--- src/ril_pkg.sv ---
// Constants, types and timing for the restart interlock controller
// Contract
// Red lamp lit while restart is locked
// Yellow lamp when field clear and interlock enabled
// Press released within 0.15-4 s unlocks
// Press held 4 s or longer is discarded
// Press held 30 s means short: fault
// Field free, no lock: steady green, outputs on
// Alignment enabled: flashing segments show quality
// Reduced margin flashes green; lost reception red
// Interruption or power loss keeps outputs off
// Installer straps select input or bridges it
// Reset pin reads button, drives inverted outputs
// Self test, then response time display
// Press shorter than 0.15 s is ignored
// Both outputs switch together, same cycle
`default_nettype none
package ril_pkg;
  // Clock rate and documented times
  localparam longint unsigned CLK_KHZ = 125000;
  localparam longint unsigned MIN_PRESS_MS = 150;
  localparam longint unsigned MAX_PRESS_MS = 4000;
  localparam longint unsigned SHORT_MS = 30000;
  localparam longint unsigned SELFTEST_MS = 100;
  localparam longint unsigned RT_SHOW_MS = 1000;
  localparam longint unsigned FLASH_HALF_MS = 250;
  // Derived cycle counts; exact products, so no rounding needed
  localparam longint unsigned MIN_PRESS_CYC = MIN_PRESS_MS * CLK_KHZ;
  localparam longint unsigned MAX_PRESS_CYC = MAX_PRESS_MS * CLK_KHZ;
  localparam longint unsigned SHORT_CYC = SHORT_MS * CLK_KHZ;
  localparam longint unsigned SELFTEST_CYC = SELFTEST_MS * CLK_KHZ;
  localparam longint unsigned RT_SHOW_CYC = RT_SHOW_MS * CLK_KHZ;
  localparam longint unsigned FLASH_HALF_CYC = FLASH_HALF_MS * CLK_KHZ;
  localparam int CNT_W = 32;
  // Shared pin scan: released for the last SCAN_WIN cycles of each period
  localparam int SCAN_PERIOD = 64;
  localparam int SCAN_WIN = 8;
  // Register map
  localparam logic [7:0] ADDR_CTRL = 8'h00;
  localparam logic [7:0] ADDR_STATUS = 8'h04;
  localparam int CTRL_ALIGN_BIT = 0;
  localparam logic CTRL_ALIGN_RST = 1'b0;
  localparam int STAT_MODE_LSB = 0;
  localparam int STAT_OUT_BIT = 3;
  localparam int STAT_RES_BIT = 4;
  localparam int STAT_BTN_BIT = 5;
  localparam int STAT_FLT_BIT = 6;
  localparam logic [3:0] RESP_DIGIT_DEF = 4'h0;
  typedef enum logic [2:0] {ST_SELFTEST, ST_SHOW_RT, ST_LOCKED, ST_ON, ST_FAULT} ril_mode_t;
endpackage : ril_pkg
`default_nettype wire

--- src/ril_link_if.sv ---
// Signals between the controller, the press timer and the pacer
`timescale 1ns/1ps
`default_nettype none
interface ril_link_if;
  logic btn;
  logic rel_ok;
  logic too_long;
  logic short_flt;
  logic flash;
  logic pin_free;
  logic sample;
  modport timer (input btn, output rel_ok, output too_long, output short_flt);
  modport pacer (output flash, output pin_free, output sample);
  modport ctrl (output btn, input rel_ok, input too_long, input short_flt, input flash, input pin_free,
    input sample);
endinterface : ril_link_if
`default_nettype wire

--- src/ril_pacer.sv ---
// Lamp flash phase and scan window for the shared reset pin
`timescale 1ns/1ps
`default_nettype none
module ril_pacer #(
  parameter int CW = ril_pkg::CNT_W,
  parameter logic [CW-1:0] FLASH_HALF = CW'(ril_pkg::FLASH_HALF_CYC),
  parameter int PERIOD = ril_pkg::SCAN_PERIOD,
  parameter int WIN = ril_pkg::SCAN_WIN
) (
  input wire logic clk,
  input wire logic arst_n,
  ril_link_if.pacer lk
);
  localparam int SW = $clog2(PERIOD);
  localparam logic [SW-1:0] SCAN_LAST = SW'(PERIOD - 1);
  localparam logic [SW-1:0] SCAN_FREE = SW'(PERIOD - WIN);
  typedef struct packed {
    logic [SW-1:0] scan;
    logic [CW-1:0] fcnt;
    logic flash;
    logic pin_free;
    logic sample;
  } ril_pace_st_t;
  ril_pace_st_t st_ff;
  ril_pace_st_t nxt_st;

  // Free-running counters; the pin is released late in each period
  always_comb begin
    nxt_st = st_ff;
    nxt_st.scan = (st_ff.scan == SCAN_LAST) ? '0 : st_ff.scan + 1'b1;
    nxt_st.pin_free = nxt_st.scan >= SCAN_FREE;
    nxt_st.sample = nxt_st.scan == SCAN_LAST; // Last cycle: synchroniser has settled
    if (st_ff.fcnt == '0) begin
      nxt_st.fcnt = FLASH_HALF - 1'b1;
      nxt_st.flash = ~st_ff.flash;
    end else begin
      nxt_st.fcnt = st_ff.fcnt - 1'b1;
    end
  end

  always_ff @(posedge clk or negedge arst_n) begin
    if (!arst_n) begin
      st_ff <= '0;
    end else begin
      st_ff <= nxt_st;
    end
  end

  assign lk.flash = st_ff.flash;
  assign lk.pin_free = st_ff.pin_free;
  assign lk.sample = st_ff.sample;
endmodule : ril_pacer
`default_nettype wire

--- src/ril_press_timer.sv ---
// Measures reset button presses and flags valid, overlong and stuck presses
`timescale 1ns/1ps
`default_nettype none
module ril_press_timer #(
  parameter int CW = ril_pkg::CNT_W,
  parameter logic [CW-1:0] MIN_CYC = CW'(ril_pkg::MIN_PRESS_CYC),
  parameter logic [CW-1:0] MAX_CYC = CW'(ril_pkg::MAX_PRESS_CYC),
  parameter logic [CW-1:0] SHORT_CYC = CW'(ril_pkg::SHORT_CYC)
) (
  input wire logic clk,
  input wire logic arst_n,
  ril_link_if.timer lk
);
  typedef struct packed {
    logic [CW-1:0] cnt;
    logic prev;
    logic rel_ok;
    logic too_long;
    logic short_flt;
  } ril_press_st_t;
  ril_press_st_t st_ff;
  ril_press_st_t nxt_st;

  // Count while held; judge the press on its release edge
  always_comb begin
    nxt_st = st_ff;
    nxt_st.prev = lk.btn;
    nxt_st.rel_ok = 1'b0;
    if (lk.btn) begin
      if (st_ff.cnt != SHORT_CYC) begin
        nxt_st.cnt = st_ff.cnt + 1'b1; // Saturates, never wraps back to a valid window
      end
      if (nxt_st.cnt >= MAX_CYC) begin
        nxt_st.too_long = 1'b1;
      end
      if (nxt_st.cnt == SHORT_CYC) begin
        nxt_st.short_flt = 1'b1;
      end
    end else begin
      if (st_ff.prev) begin
        nxt_st.rel_ok = (st_ff.cnt >= MIN_CYC) && (st_ff.cnt < MAX_CYC);
      end
      nxt_st.cnt = '0;
      nxt_st.too_long = 1'b0;
    end
  end

  // Short flag is sticky: only the arst_n reset clears a stuck input
  always_ff @(posedge clk or negedge arst_n) begin
    if (!arst_n) begin
      st_ff <= '0;
    end else begin
      st_ff <= nxt_st;
    end
  end

  assign lk.rel_ok = st_ff.rel_ok;
  assign lk.too_long = st_ff.too_long;
  assign lk.short_flt = st_ff.short_flt;
endmodule : ril_press_timer
`default_nettype wire

--- src/ril_restart_ctrl.sv ---
// Restart interlock, safety outputs, status lamps and register port
`timescale 1ns/1ps
`default_nettype none
module ril_restart_ctrl #(
  parameter int CW = ril_pkg::CNT_W,
  parameter longint unsigned MIN_PRESS_CYC = ril_pkg::MIN_PRESS_CYC,
  parameter longint unsigned MAX_PRESS_CYC = ril_pkg::MAX_PRESS_CYC,
  parameter longint unsigned SHORT_CYC = ril_pkg::SHORT_CYC,
  parameter longint unsigned SELFTEST_CYC = ril_pkg::SELFTEST_CYC,
  parameter longint unsigned RT_SHOW_CYC = ril_pkg::RT_SHOW_CYC,
  parameter longint unsigned FLASH_HALF_CYC = ril_pkg::FLASH_HALF_CYC,
  parameter logic [3:0] RESP_DIGIT = ril_pkg::RESP_DIGIT_DEF
) (
  input wire logic CORE_CLK,
  input wire logic ARST_N,
  input wire logic FIELD_CLEAR,
  input wire logic MARGIN_LOW,
  input wire logic [2:0] ALIGN_QUALITY,
  input wire logic LOCK_SELECT_INPUT,
  input wire logic RESET_BUTTON_PIN_I,
  output logic RESET_BUTTON_PIN_O,
  output logic RESET_BUTTON_PIN_OE,
  output logic SAFETY_SWITCH_OUT_A,
  output logic SAFETY_SWITCH_OUT_B,
  output logic LAMP_RED,
  output logic LAMP_YELLOW,
  output logic LAMP_GREEN,
  output logic [6:0] SEGMENTS,
  input wire logic [7:0] REG_ADDR,
  input wire logic [7:0] REG_WDATA,
  input wire logic REG_WR,
  input wire logic REG_RD,
  output logic [7:0] REG_RDATA
);
  localparam logic [CW-1:0] SELFTEST_C = CW'(SELFTEST_CYC);
  localparam logic [CW-1:0] RT_SHOW_C = CW'(RT_SHOW_CYC);

  typedef struct packed {
    ril_pkg::ril_mode_t mode;
    logic [CW-1:0] tmr;
    logic pin_s1;
    logic pin_s2;
    logic sel_s1;
    logic sel_s2;
    logic btn;
    logic res_en;
    logic safety_switch_output;
    logic red;
    logic yellow;
    logic green;
    logic [6:0] seg;
    logic pin_o;
    logic pin_oe;
    logic align_en;
    logic [7:0] rdata;
  } ril_top_st_t;

  localparam ril_top_st_t ST_RST = '{mode: ril_pkg::ST_SELFTEST, tmr: SELFTEST_C, pin_oe: 1'b1, red: 1'b1,
    align_en: ril_pkg::CTRL_ALIGN_RST, default: '0};

  ril_top_st_t st_ff;
  ril_top_st_t nxt_st;

  ril_link_if lk ();

  // Digit pattern for the response time shown after self test
  function automatic logic [6:0] seg_digit(input logic [3:0] d);
    case (d)
      4'h0: seg_digit = 7'h3f;
      4'h1: seg_digit = 7'h06;
      4'h2: seg_digit = 7'h5b;
      4'h3: seg_digit = 7'h4f;
      4'h4: seg_digit = 7'h66;
      4'h5: seg_digit = 7'h6d;
      4'h6: seg_digit = 7'h7d;
      4'h7: seg_digit = 7'h07;
      4'h8: seg_digit = 7'h7f;
      4'h9: seg_digit = 7'h6f;
      default: seg_digit = 7'h40;
    endcase
  endfunction : seg_digit

  // Bar of lit segments, longer for better alignment
  function automatic logic [6:0] seg_bar(input logic [2:0] q);
    seg_bar = 7'(8'hff >> (4'h8 - {1'b0, q}));
  endfunction : seg_bar

  ril_press_timer #(
    .CW(CW),
    .MIN_CYC(CW'(MIN_PRESS_CYC)),
    .MAX_CYC(CW'(MAX_PRESS_CYC)),
    .SHORT_CYC(CW'(SHORT_CYC))
  ) u_press (
    .clk(CORE_CLK),
    .arst_n(ARST_N),
    .lk(lk.timer)
  );

  ril_pacer #(
    .CW(CW),
    .FLASH_HALF(CW'(FLASH_HALF_CYC)),
    .PERIOD(ril_pkg::SCAN_PERIOD),
    .WIN(ril_pkg::SCAN_WIN)
  ) u_pace (
    .clk(CORE_CLK),
    .arst_n(ARST_N),
    .lk(lk.pacer)
  );

  assign lk.btn = st_ff.btn;

  // Mode sequence, lamps, pin drive and register port
  always_comb begin
    nxt_st = st_ff;
    nxt_st.pin_s1 = RESET_BUTTON_PIN_I;
    nxt_st.pin_s2 = st_ff.pin_s1;
    nxt_st.sel_s1 = LOCK_SELECT_INPUT;
    nxt_st.sel_s2 = st_ff.sel_s1;
    if (lk.sample) begin
      nxt_st.btn = st_ff.pin_s2; // Read while the pin is released, or while it is driven low in self test
    end
    nxt_st.tmr = (st_ff.tmr == '0) ? '0 : st_ff.tmr - 1'b1;
    case (st_ff.mode)
      ril_pkg::ST_SELFTEST: begin
        if (st_ff.tmr == '0) begin
          // Pin is held low here, so a bridged select reads low
          nxt_st.res_en = st_ff.sel_s2;
          nxt_st.mode = ril_pkg::ST_SHOW_RT;
          nxt_st.tmr = RT_SHOW_C;
        end
      end
      ril_pkg::ST_SHOW_RT: begin
        if (st_ff.tmr == '0) begin
          // Power-up counts as an interruption when locking is on
          nxt_st.mode = st_ff.res_en ? ril_pkg::ST_LOCKED : ril_pkg::ST_ON;
        end
      end
      ril_pkg::ST_LOCKED: begin
        if (lk.rel_ok && FIELD_CLEAR) begin
          nxt_st.mode = ril_pkg::ST_ON;
        end
      end
      ril_pkg::ST_ON: begin
        if (!FIELD_CLEAR && st_ff.res_en) begin
          nxt_st.mode = ril_pkg::ST_LOCKED;
        end
      end
      ril_pkg::ST_FAULT: begin
        nxt_st.mode = ril_pkg::ST_FAULT;
      end
      default: begin
        nxt_st.mode = ril_pkg::ST_FAULT;
      end
    endcase
    if (lk.short_flt && st_ff.res_en && st_ff.mode != ril_pkg::ST_SELFTEST && st_ff.mode != ril_pkg::ST_SHOW_RT) begin
      nxt_st.mode = ril_pkg::ST_FAULT;
    end
    // One bit feeds both outputs; field loss drops it on the next edge
    nxt_st.safety_switch_output = (nxt_st.mode == ril_pkg::ST_ON) && FIELD_CLEAR;
    nxt_st.red = !nxt_st.safety_switch_output;
    nxt_st.green = nxt_st.safety_switch_output && (!MARGIN_LOW || lk.flash);
    nxt_st.yellow = (nxt_st.mode == ril_pkg::ST_LOCKED) && FIELD_CLEAR && st_ff.res_en;
    if (nxt_st.mode == ril_pkg::ST_SHOW_RT) begin
      nxt_st.seg = seg_digit(RESP_DIGIT);
    end else if (st_ff.align_en && lk.flash
        && (nxt_st.mode == ril_pkg::ST_LOCKED || nxt_st.mode == ril_pkg::ST_ON)) begin
      nxt_st.seg = seg_bar(ALIGN_QUALITY);
    end else begin
      nxt_st.seg = 7'h00;
    end
    // Lamp drive shares the pin, so it is interrupted to sample the button
    if (nxt_st.mode == ril_pkg::ST_SELFTEST) begin
      nxt_st.pin_oe = 1'b1;
      nxt_st.pin_o = 1'b0;
    end else begin
      nxt_st.pin_oe = !lk.pin_free;
      nxt_st.pin_o = !nxt_st.safety_switch_output;
    end
    if (REG_WR && REG_ADDR == ril_pkg::ADDR_CTRL) begin
      nxt_st.align_en = REG_WDATA[ril_pkg::CTRL_ALIGN_BIT];
    end
    nxt_st.rdata = 8'h00;
    if (REG_RD && REG_ADDR == ril_pkg::ADDR_CTRL) begin
      nxt_st.rdata[ril_pkg::CTRL_ALIGN_BIT] = st_ff.align_en;
    end else if (REG_RD && REG_ADDR == ril_pkg::ADDR_STATUS) begin
      nxt_st.rdata[ril_pkg::STAT_MODE_LSB +: 3] = st_ff.mode;
      nxt_st.rdata[ril_pkg::STAT_OUT_BIT] = st_ff.safety_switch_output;
      nxt_st.rdata[ril_pkg::STAT_RES_BIT] = st_ff.res_en;
      nxt_st.rdata[ril_pkg::STAT_BTN_BIT] = st_ff.btn;
      nxt_st.rdata[ril_pkg::STAT_FLT_BIT] = lk.short_flt;
    end
  end

  // Reset leaves outputs, display and other lamps off, red lamp lit and the pin driven low
  always_ff @(posedge CORE_CLK or negedge ARST_N) begin
    if (!ARST_N) begin
      st_ff <= ST_RST;
    end else begin
      st_ff <= nxt_st;
    end
  end

  assign SAFETY_SWITCH_OUT_A = st_ff.safety_switch_output;
  assign SAFETY_SWITCH_OUT_B = st_ff.safety_switch_output;
  assign LAMP_RED = st_ff.red;
  assign LAMP_YELLOW = st_ff.yellow;
  assign LAMP_GREEN = st_ff.green;
  assign SEGMENTS = st_ff.seg;
  assign RESET_BUTTON_PIN_O = st_ff.pin_o;
  assign RESET_BUTTON_PIN_OE = st_ff.pin_oe;
  assign REG_RDATA = st_ff.rdata;
endmodule : ril_restart_ctrl
`default_nettype wire

--- config.mk ---
export PLATFORM = sky130hd
export DESIGN_NAME = ril_restart_ctrl
export DESIGN_NICKNAME = d
export VERILOG_FILES = /design/src/ril_pkg.sv /design/src/ril_link_if.sv /design/src/ril_pacer.sv /design/src/ril_press_timer.sv /design/src/ril_restart_ctrl.sv
export SDC_FILE = /design/constraint.sdc
export NUM_CORES = 1
export LEC_CHECK = 0
export BUFFER_PORTS_ARGS = -buffer_cell sky130_fd_sc_hd__buf_2
export CAP_MARGIN = 20
export CORE_MARGIN = 2
export CORE_UTILIZATION = 33
export CTS_CLUSTER_DIAMETER = 60
export DETAILED_ROUTE_END_ITERATION = 12
export MAX_ROUTING_LAYER = met4
export PLACE_DENSITY = 0.49
export SYNTH_ARGS = -nofsm -noshare
export SYNTH_HDL_FRONTEND = slang
export SYNTH_HIERARCHICAL = 1
export SYNTH_SLANG_ARGS = --single-unit
--- constraint.sdc ---
create_clock -name CORE_CLK -period 6.7 [get_ports CORE_CLK]
set_clock_uncertainty 0.05 [all_clocks]
set_input_delay 0.335 -clock CORE_CLK [delete_from_list [all_inputs] [get_ports CORE_CLK]]
set_output_delay 0.335 -clock CORE_CLK [all_outputs]
set_load 0.005 [all_outputs]
==> results of run 1 <==
==> state kept, by name, summed over array words and instances, names as in the netlist, 2 cells and up <==
signal,cells
st_ff,39
u_pace/st_ff,38
u_press/st_ff,33
REG_RDATA,7
SEGMENTS,7
nxt_st,2
==> worst reg2reg max path: cells and delay by family, from the launching register on <==
family | cells | cell delay [ns]
flops | 1 | 0.46
simple gates | 4 | 1.30
xor+xnor | 1 | 0.10
compound gates | 2 | 0.75
fa+ha+maj | 1 | 0.30
==> per-layer routing <==
layer  GRT usage, %  share of wire, %  up-vias  wire [um]
met1           19.3                50     2601       7980
met2           22.7                47       39       7440
met3           3.29               1.7       10        266
met4           3.84              0.86        0        136
li1               -                 -     2674          -
met5              -                 0        -          0
==> cell usage in the layout (no fill, tap or decap), drive strengths merged, types with 5 or more instances in the layout <==
| cell type | instances |
|---|---|
| nor3 | 35 |
| or4 | 7 |
| o31ai | 5 |
| inv | 32 |
| mux2 | 8 |
| dfrtp | 124 |
| o41ai | 5 |
| and2 | 24 |
| xor2 | 28 |
| nor4b | 5 |
| or3 | 12 |
| nand3 | 34 |
| nor3b | 5 |
| clkbuf | 17 |
| dfstp | 14 |
| ha | 10 |
| nand3b | 7 |
| nor2 | 72 |
| nand2 | 63 |
| nor4 | 31 |
| and3 | 14 |
| o21ai | 25 |
| buf | 43 |
| and4 | 5 |
| a21oi | 27 |
| nor2b | 14 |
| xnor2 | 48 |
| nand4 | 12 |
==> metrics by stage <==
stage / hold slack [ns] / area (um2)
finish: 0.0973 / 8390
global route: 0.0946 / 8390
CTS: 0.0758 / 8390
detailed placement: 0.285 / 7780
global placement: 0.285 / 7780
floorplan: -0.0106 / 7520
==> power by group through the flow <==
stage,sequential (W),clock [W],combinational [W]
2_1_floorplan,0.000854,0,0.00000948
3_3_place_gp,0.000854,0,0.0000358
3_5_place_dp,0.000854,0,0.0000361
4_1_cts,0.000839,0.000963,0.0000379
5_1_grt,0.000839,0.000997,0.0000418
6_report,0.000839,0.000926,0.0000354
==> repair_timing <==
action / CTS / global route
hold buffers: 3 / 0
hold endpoints to repair: 18 / 0
resized for setup: 0 / 0
==> how the worst max path moves through the flow <==
stage	endpoint	depth (start not counted)
after floorplan	u_press/lk.short_flt	8
after global placement	u_press/lk.short_flt	8
after detailed placement	u_press/lk.short_flt	8
after CTS	u_press/lk.short_flt	8
after global routing	u_press/lk.short_flt	8
final	u_press/lk.short_flt	8
==> final cells by class <==
class                      count  area [um2]  share of cell area [%]
multi-input combinational    545        3630                    43.3
sequential                   138        3470                    41.4
clock buffer                  17         425                    5.07
tap                          285         357                    4.25
timing repair buffer          46         259                    3.09
clock inverter                15         155                    1.85
inverter                      23        86.3                    1.03
==> metrics, run 1 <==
CP Launch Point=u_press/st_ff[4]; CTS tree=done; final worst path period share=45.1%; Hold Crit Class=input port to flop; ANT nets after route=0; Power Density=about 210 nW/um2; Avg Inst Size Synth=9.97 um2; cell family with most CP delay=simple AND/OR/NAND/NOR gates; Syn Inst Count=754; Reg clk slew, reported paths=roughly 0.070 ns; Seq pwr share=between 40% and 50%; # port buffers=40; static leakage=about 3.8 nW; required time of the critical path=about 7 ns; CP Capture Type=flop; Die ar.=24000 um2; Num CTS Buffers=17; grt ovf=0; worst setup margin=between 3 and 4 ns; Reg2Reg Setup Slack=3.68 ns; Final min period=just over 3 ns; hold depth=3; Iteration-0 DRC Markers=approximately 320; Initial Util=approximately a third; slowest stage delay, CP=~0.62 ns; DP Worst Slack=~3.6 ns; I/O pin cnt=between 40 and 50; number of core rows=55; switching share of power=between 20% and 30%; initial antenna violation count=0; RR Endpoint=u_press/lk.short_flt; Die Y=~150 um; per-cell routed wire length=around 15 um; Synth Warn #=6; cells on worst reg2reg path=8; Clock Latency Late Sink=0.42 ns; share of layout cells above drive strength 1=about 17%; Slowest-stage cell, CP=or4_4; Fill cells=between 2000 and 2500; Hold Path End=REG_RDATA[0]; Setup Crit Path Kind=flop to flop; Syn-to-layout area delta=11.5%; largest net degree at the start of global routing=88; f_max=roughly 0.33 GHz; # DRC=0; Synthesized Nets=approximately 790; Worst VDD drop=~0.14 mV; non-filler instance count after layout=approximately 1100; outcome=finished clean; switching pwr=0.000426 W; max-cap check violation count=0; Final Hold Viols=0; Nets=about 810; cell internal pwr=approximately 0.0014 W; DR vias=~5300; fin. max-slew vios=0; CP Max Fanout=9; worst slew pin tran=0.955 ns; Post-Syn Area=roughly 7500 um2; Die Wd=between 150 and 200 um; Buf/Inv on CP=0; final wirelength=around 16000 um; diode count=0; RePlAce Congestion=0.772; unrepaired setup endpoints after global routing=false; drt pass-1 iters=4; origin of the worst min-delay path=REG_RD; setup_tns=0 ns; Clock Tree Buf Depth=2; Logic pwr share=approximately 2%; H-Tree Depth=4; hpwl dp=around 11000 um; Critical Path, Cell by Cell=ha_1 -> nand3_4 -> or4_4 -> nor2_2 -> xor2_1 -> a2111oi_0 -> nor4bb_1 -> a31o_1; vias in the first global route=approximately 5400; cell count after placement=just over 1000; Clk pwr share=around half; Max transition margin=between 30% and 40%; Vias per Instance=~5.0; worst reg2reg startpoint=u_press/st_ff[4]; final core occ=a little under two fifths; core area=between 20000 and 25000 um2; CTS Root Buffer Type=clkbuf_16; first-pass GRT wire length=about 27000 um; WP data arrival=3.33 ns; Tot GR Track Use=roughly 15%; Power Total=between 0.0015 and 0.002 W; crit path launch type=flop; # Post-CTS Setup Buffers=0; CTS Sinks=between 100 and 150; Final setup viols=0
No activity file was read; power rests on OpenSTA's default activity.
==> run 2, diff against run 1 <==
Clock period 6.7 ns to 2.98 ns, I/O delays scaled along.
==> run 2 against run 1 <==
Against the previous run: non-clock buffer count rose by 27; total power increased by 120%; die area unchanged; sequential share of layout area fell by 1.0 points; sequential cell count is the same; global-route usage barely moved; first-iteration DRC count is 13% lower.
==> metrics, run 2 (synthesized netlist as in run 1, its figures left out) <==
drt pass-1 iters=6; CTS Root Buffer Type=clkbuf_16; final wirelength=roughly 16000 um; Post-CTS Hold Buffers=12; Tot GR Track Use=14.6%; crit path launch type=flop; Final setup viols=0; cell internal pwr=0.00301 W; commonest non-fill, non-tap cell in the layout=dfrtp_1; H-Tree Depth=4; final worst path period share=approximately 88%; Nets=between 800 and 900; grt ovf=0; per-cell routed wire length=around 15 um; Clock Latency Late Sink=approximately 0.42 ns; # DRC=0; Die Y=155 um; I/O pin cnt=just under 50; hpwl dp=approximately 11000 um; CP Max Fanout=8; max-cap check violation count=0; Buf/Inv on CP=1; Reg clk slew, reported paths=~0.07 ns; Vias per Instance=5.00; RePlAce Congestion=a little under 0.8; Setup Crit Path Kind=flop to flop; required time of the critical path=3.29 ns; Iteration-0 DRC Markers=between 200 and 300; Most flops, register=st_ff; largest net degree at the start of global routing=slightly above 70; max FFs per register=39; first-pass GRT wire length=about 28000 um; CTS tree=done; Die ar.=around 24000 um2; vias in the first global route=5463; post-CTS resize count=0; Logic pwr share=under 10%; Regs by FF count=st_ff (39), u_pace/st_ff (38), u_press/st_ff (33); initial antenna violation count=0; # Post-CTS Setup Buffers=0; Worst VDD drop=between 0.2 and 0.3 mV; core area=about 23000 um2; Final min period=between 2 and 3 ns; setup_tns=0 ns; Num CTS Buffers=17; slowest stage delay, CP=0.46 ns; Critical Path, Cell by Cell=ha_1 -> nand3_4 -> buf_4 -> nor4_4 -> nand3_1 -> xor2_1 -> a2111oi_0 -> nor4bb_1 -> a31o_1; Syn-to-layout area delta=14.3%; switching share of power=around 24%; CP Capture Type=flop; Final Hold Viols=0; Die Wd=between 150 and 200 um; DR vias=around 5500; # port buffers=40; number of core rows=55; Initial Util=33.4%; f_max=~0.38 GHz; diode count=0; fin. max-slew vios=0; switching pwr=roughly 0.00097 W; WP data arrival=just under 3 ns; Clock Tree Buf Depth=2; Hold Crit Class=input port to flop; share of layout cells above drive strength 1=18.9%; outcome=finished clean; final core occ=between 30% and 40%; most frequent cells in the layout=124 x dfrtp_1, 71 x nor2_1, 62 x nand2_1; Max transition margin=a little under three fifths; Slowest-stage cell, CP=dfrtp_1; ANT nets after route=0; Power Density=approximately 460 nW/um2; static leakage=approximately 3.9 nW; CTS Sinks=138; Fill cells=2234; Seq pwr share=47.5%; unrepaired setup endpoints after global routing=false; cell family with most CP delay=simple AND/OR/NAND/NOR gates; worst slew pin tran=roughly 0.67 ns; Clk pwr share=~50%
[run 2: area by class of cell]
| class | count | area (um2) | area share, % |
|---|---|---|---|
| clock inverters | 15 | 129 | 1.50 |
| flip-flops and latches | 138 | 3470 | 40.4 |
| repair buffers | 73 | 497 | 5.78 |
| clock buffers | 17 | 425 | 4.95 |
| well taps | 285 | 357 | 4.15 |
| inverters | 23 | 86.3 | 1.00 |
| multi-input cells | 545 | 3630 | 42.3 |
[run 2: worst register-to-register path: stages (launching register included)]
cell and delay [ns]:
dfrtp_1 0.46, ha_1 0.30, nand3_4 0.09, buf_4 0.19
nor4_4 0.31, nand3_1 0.17, xor2_1 0.19, a2111oi_0 0.35
nor4bb_1 0.26, a31o_1 0.17
[run 2: path summary, 6_finish.rpt]
check | from | end | slack [ns] | cells after the start
max | u_press/st_ff[4] | u_press/lk.short_flt | 0.37 | 9
min | REG_WR | st_ff[8] | 0.02 | 3
max reg2reg | u_press/st_ff[4] | u_press/lk.short_flt | 0.37 | 9
min reg2reg | nxt_st[24] | st_ff[24] | 0.30 | 0
max in group asynchronous | ARST_N | st_ff[39] | 1.76 | 3
min in group asynchronous | ARST_N | u_pace/st_ff[25] | 0.26 | 2
[run 2: power by group through the flow]
stage                     Combinational, W  Sequential (W)  Clock (W)
after detailed placement         0.0000839         0.00192          0
final                            0.0000888         0.00189    0.00200
after global placement           0.0000843         0.00192          0
after CTS                        0.0000943         0.00189    0.00207
after floorplan                  0.0000213         0.00192          0
after global routing              0.000105         0.00189    0.00215
[run 2: layer usage]
metal  up-vias  part of all wire, %  GRT usage (%)
met5         -                    0              -
met4         0                  1.6           4.81
met3        14                  2.5           3.15
met2        68                   47           22.9
met1      2677                   49           19.0
li1       2720                    -              -
[run 2: stage by stage]
step           hold slack [ns]  cells  cell area [um2]  power [W]  worst slack [ns]
6_report                0.0180   1096             8600    0.00397             0.370
4_1_cts                0.00426   1096             8600    0.00405             0.332
2_1_floorplan           -0.197    754             7520    0.00194             0.504
5_1_grt                 0.0302   1096             8600    0.00414             0.124
3_3_place_gp             0.176   1052             7920    0.00200             0.404
3_5_place_dp             0.179   1052             7920    0.00200             0.357
==> run 3, diff against run 2 <==
Settings changed: CORE_MARGIN 2 to default, CTS_BUF_LIST from default to sky130_fd_sc_hd__clkbuf_8, HOLD_SLACK_MARGIN from default to 0.05.
==> run 3 against run 2 <==
Against the previous run: global-route usage rose by 0.79 points; final area shrank 1.6%; register-to-register slack lost 0.15 ns; non-clock buffer count did not move; combinational power grew 7.0%; sequential cell count unchanged; sequential share of layout area is 0.65 points higher; die area fell by 2.6%; total power decreased by 11%; utilization rose by 0.090 points; critical path depth decreased by 1; routed wire length rose by 2.7%; largest cell class unchanged.
==> metrics, run 3 (synthesized netlist as in run 1, its figures left out) <==
outcome=finished clean; # Post-CTS Setup Buffers=0; required time of the critical path=3.34 ns; Clock Tree Buf Depth=2; worst slew pin tran=0.577 ns; Tot GR Track Use=around 15%; switching share of power=27.5%; Final min period=~2.8 ns; final wirelength=16600 um; Iteration-0 DRC Markers=285; CP Max Fanout=7; largest net degree at the start of global routing=58; grt ovf=0; Hold Crit Class=input port to asynchronous set/reset pin; f_max=roughly 0.36 GHz; first-pass GRT wire length=28200 um; Vias per Instance=approximately 5.2; initial antenna violation count=0; sequential cell area=3470 um2; commonest non-fill, non-tap cell in the layout=dfrtp_1; Multi-input gate area=~3600 um2; RePlAce Congestion=between 0.8 and 0.9; unrepaired setup endpoints after global routing=false; Nets=about 840; Worst VDD drop=approximately 0.18 mV; Clk pwr share=between 40% and 50%; Clock Latency Late Sink=roughly 0.46 ns; switching pwr=~0.00097 W; number of core rows=54; # port buffers=40; Die Y=roughly 150 um; cell internal pwr=0.00256 W; H-Tree Depth=4; Logic pwr share=about 2.7%; drt pass-1 iters=5; CTS tree=done; CP Capture Type=flop; CTS Root Buffer Type=clkbuf_8; static leakage=around 3.8 nW; share of layout cells above drive strength 1=18.2%; Num CTS Buffers=17; Power Density=417 nW/um2; worst reg2reg startpoint=u_press/st_ff[4]; setup_tns=0 ns; Max transition margin=61.2%; hpwl dp=11400 um; I/O pin cnt=49; Most flops, register=st_ff; Seq pwr share=between 50% and 60%; core area=approximately 22000 um2; Fill cells=~2100; Setup Crit Path Kind=flop to flop; Final setup viols=0; WP data arrival=3.12 ns; non-filler instance count after layout=1091; Die Wd=~150 um; Die ar.=around 23000 um2; vias in the first global route=5681; Final Hold Viols=0; Initial Util=approximately a third; cell count after placement=around 1000; fin. max-slew vios=0; ANT nets after route=0; CTS Sinks=approximately 140; DR vias=5655; Syn-to-layout area delta=12.5%; max-cap check violation count=0; # DRC=0; RR Endpoint=u_press/lk.short_flt; Regs by FF count=st_ff (39), u_pace/st_ff (38), u_press/st_ff (33); Hold Worst Slack=~0.15 ns; Reg2Reg Setup Slack=about 0.22 ns; cells on worst reg2reg path=8; max FFs per register=39; Reg clk slew, reported paths=~0.090 ns; diode count=0; crit path launch type=flop; final worst path period share=92.8%; per-cell routed wire length=between 15 and 20 um; most frequent cells in the layout=124 x dfrtp_1, 71 x nor2_1, 62 x nand2_1
[run 3: changes by cell type in the layout (fill, tap and decap cells not counted), moves of 2 or more]
cell,before,now
dlygate4sd3_1,12,19
inv_6,6,3
clkbuf_16,17,0
buf_4,20,13
inv_8,1,8
clkinv_8,0,2
clkinvlp_4,4,2
clkinv_4,4,0
clkbuf_8,0,17
[run 3: final cells by class]
| cell class | instances | share of cell area, % |
|---|---|---|
| repair buffers | 73 | 6.08 |
| clock buffers | 17 | 2.77 |
| flip-flops and latches | 138 | 41.0 |
| inverters | 23 | 1.02 |
| clock inverters | 15 | 1.94 |
| well taps | 280 | 4.14 |
| multi-input cells | 545 | 43.0 |
[run 3: repair_timing]
item,4_1_cts,5_1_grt
hold buffers,19,0
endpoints found under the hold margin,77,0
resized for setup,0,3
setup endpoints to repair,0,1
[run 3: worst max-delay path by stage]
stage | start | to | slack [ns] | depth (start not counted)
after global placement | u_press/st_ff[4] | u_press/lk.short_flt | 0.25 | 8
final | u_press/st_ff[4] | u_press/lk.short_flt | 0.22 | 8
after detailed placement | u_press/st_ff[4] | u_press/lk.short_flt | 0.08 | 8
after global routing | u_press/st_ff[4] | u_press/lk.short_flt | 0.04 | 8
after CTS | u_press/st_ff[4] | u_press/lk.short_flt | 0.05 | 8
after floorplan | u_press/st_ff[4] | u_press/lk.short_flt | 0.50 | 8
[run 3: metal layers]
layer  up-vias  part of all wire, %  track usage (%)
li1       2723                    -                -
met1      2806                   48             19.7
met2       115                   48             24.4
met3        11                  3.1             3.09
met4         0                 0.80             5.15
met5         -                    0                -
[run 3: critical path, stage by stage, from the launching register on]
cell	delay, ns
dfrtp_1	0.48
ha_2	0.28
nand3_4	0.08
or4_4	0.59
nor2_2	0.24
xor2_1	0.15
a2111oi_2	0.38
nor4bb_1	0.28
a31o_1	0.18
[run 3: power by group through the flow]
stage | registers (W) | clock network [W] | logic (W)
global placement | 0.00192 | 0 | 0.0000820
global route | 0.00189 | 0.00169 | 0.000111
floorplan | 0.00192 | 0 | 0.0000213
CTS | 0.00189 | 0.00161 | 0.0000990
finish | 0.00188 | 0.00155 | 0.0000950
detailed placement | 0.00192 | 0 | 0.0000832
[run 3: stage by stage]
stage	util, %	instance area (um2)	power, W	worst slack (ns)
after CTS	38.3	8450	0.00360	0.0531
after global placement	35.6	7870	0.00200	0.253
after detailed placement	35.6	7870	0.00200	0.0823
after floorplan	-	7520	0.00194	0.504
final	38.3	8460	0.00353	0.215
after global routing	38.3	8460	0.00369	0.0415
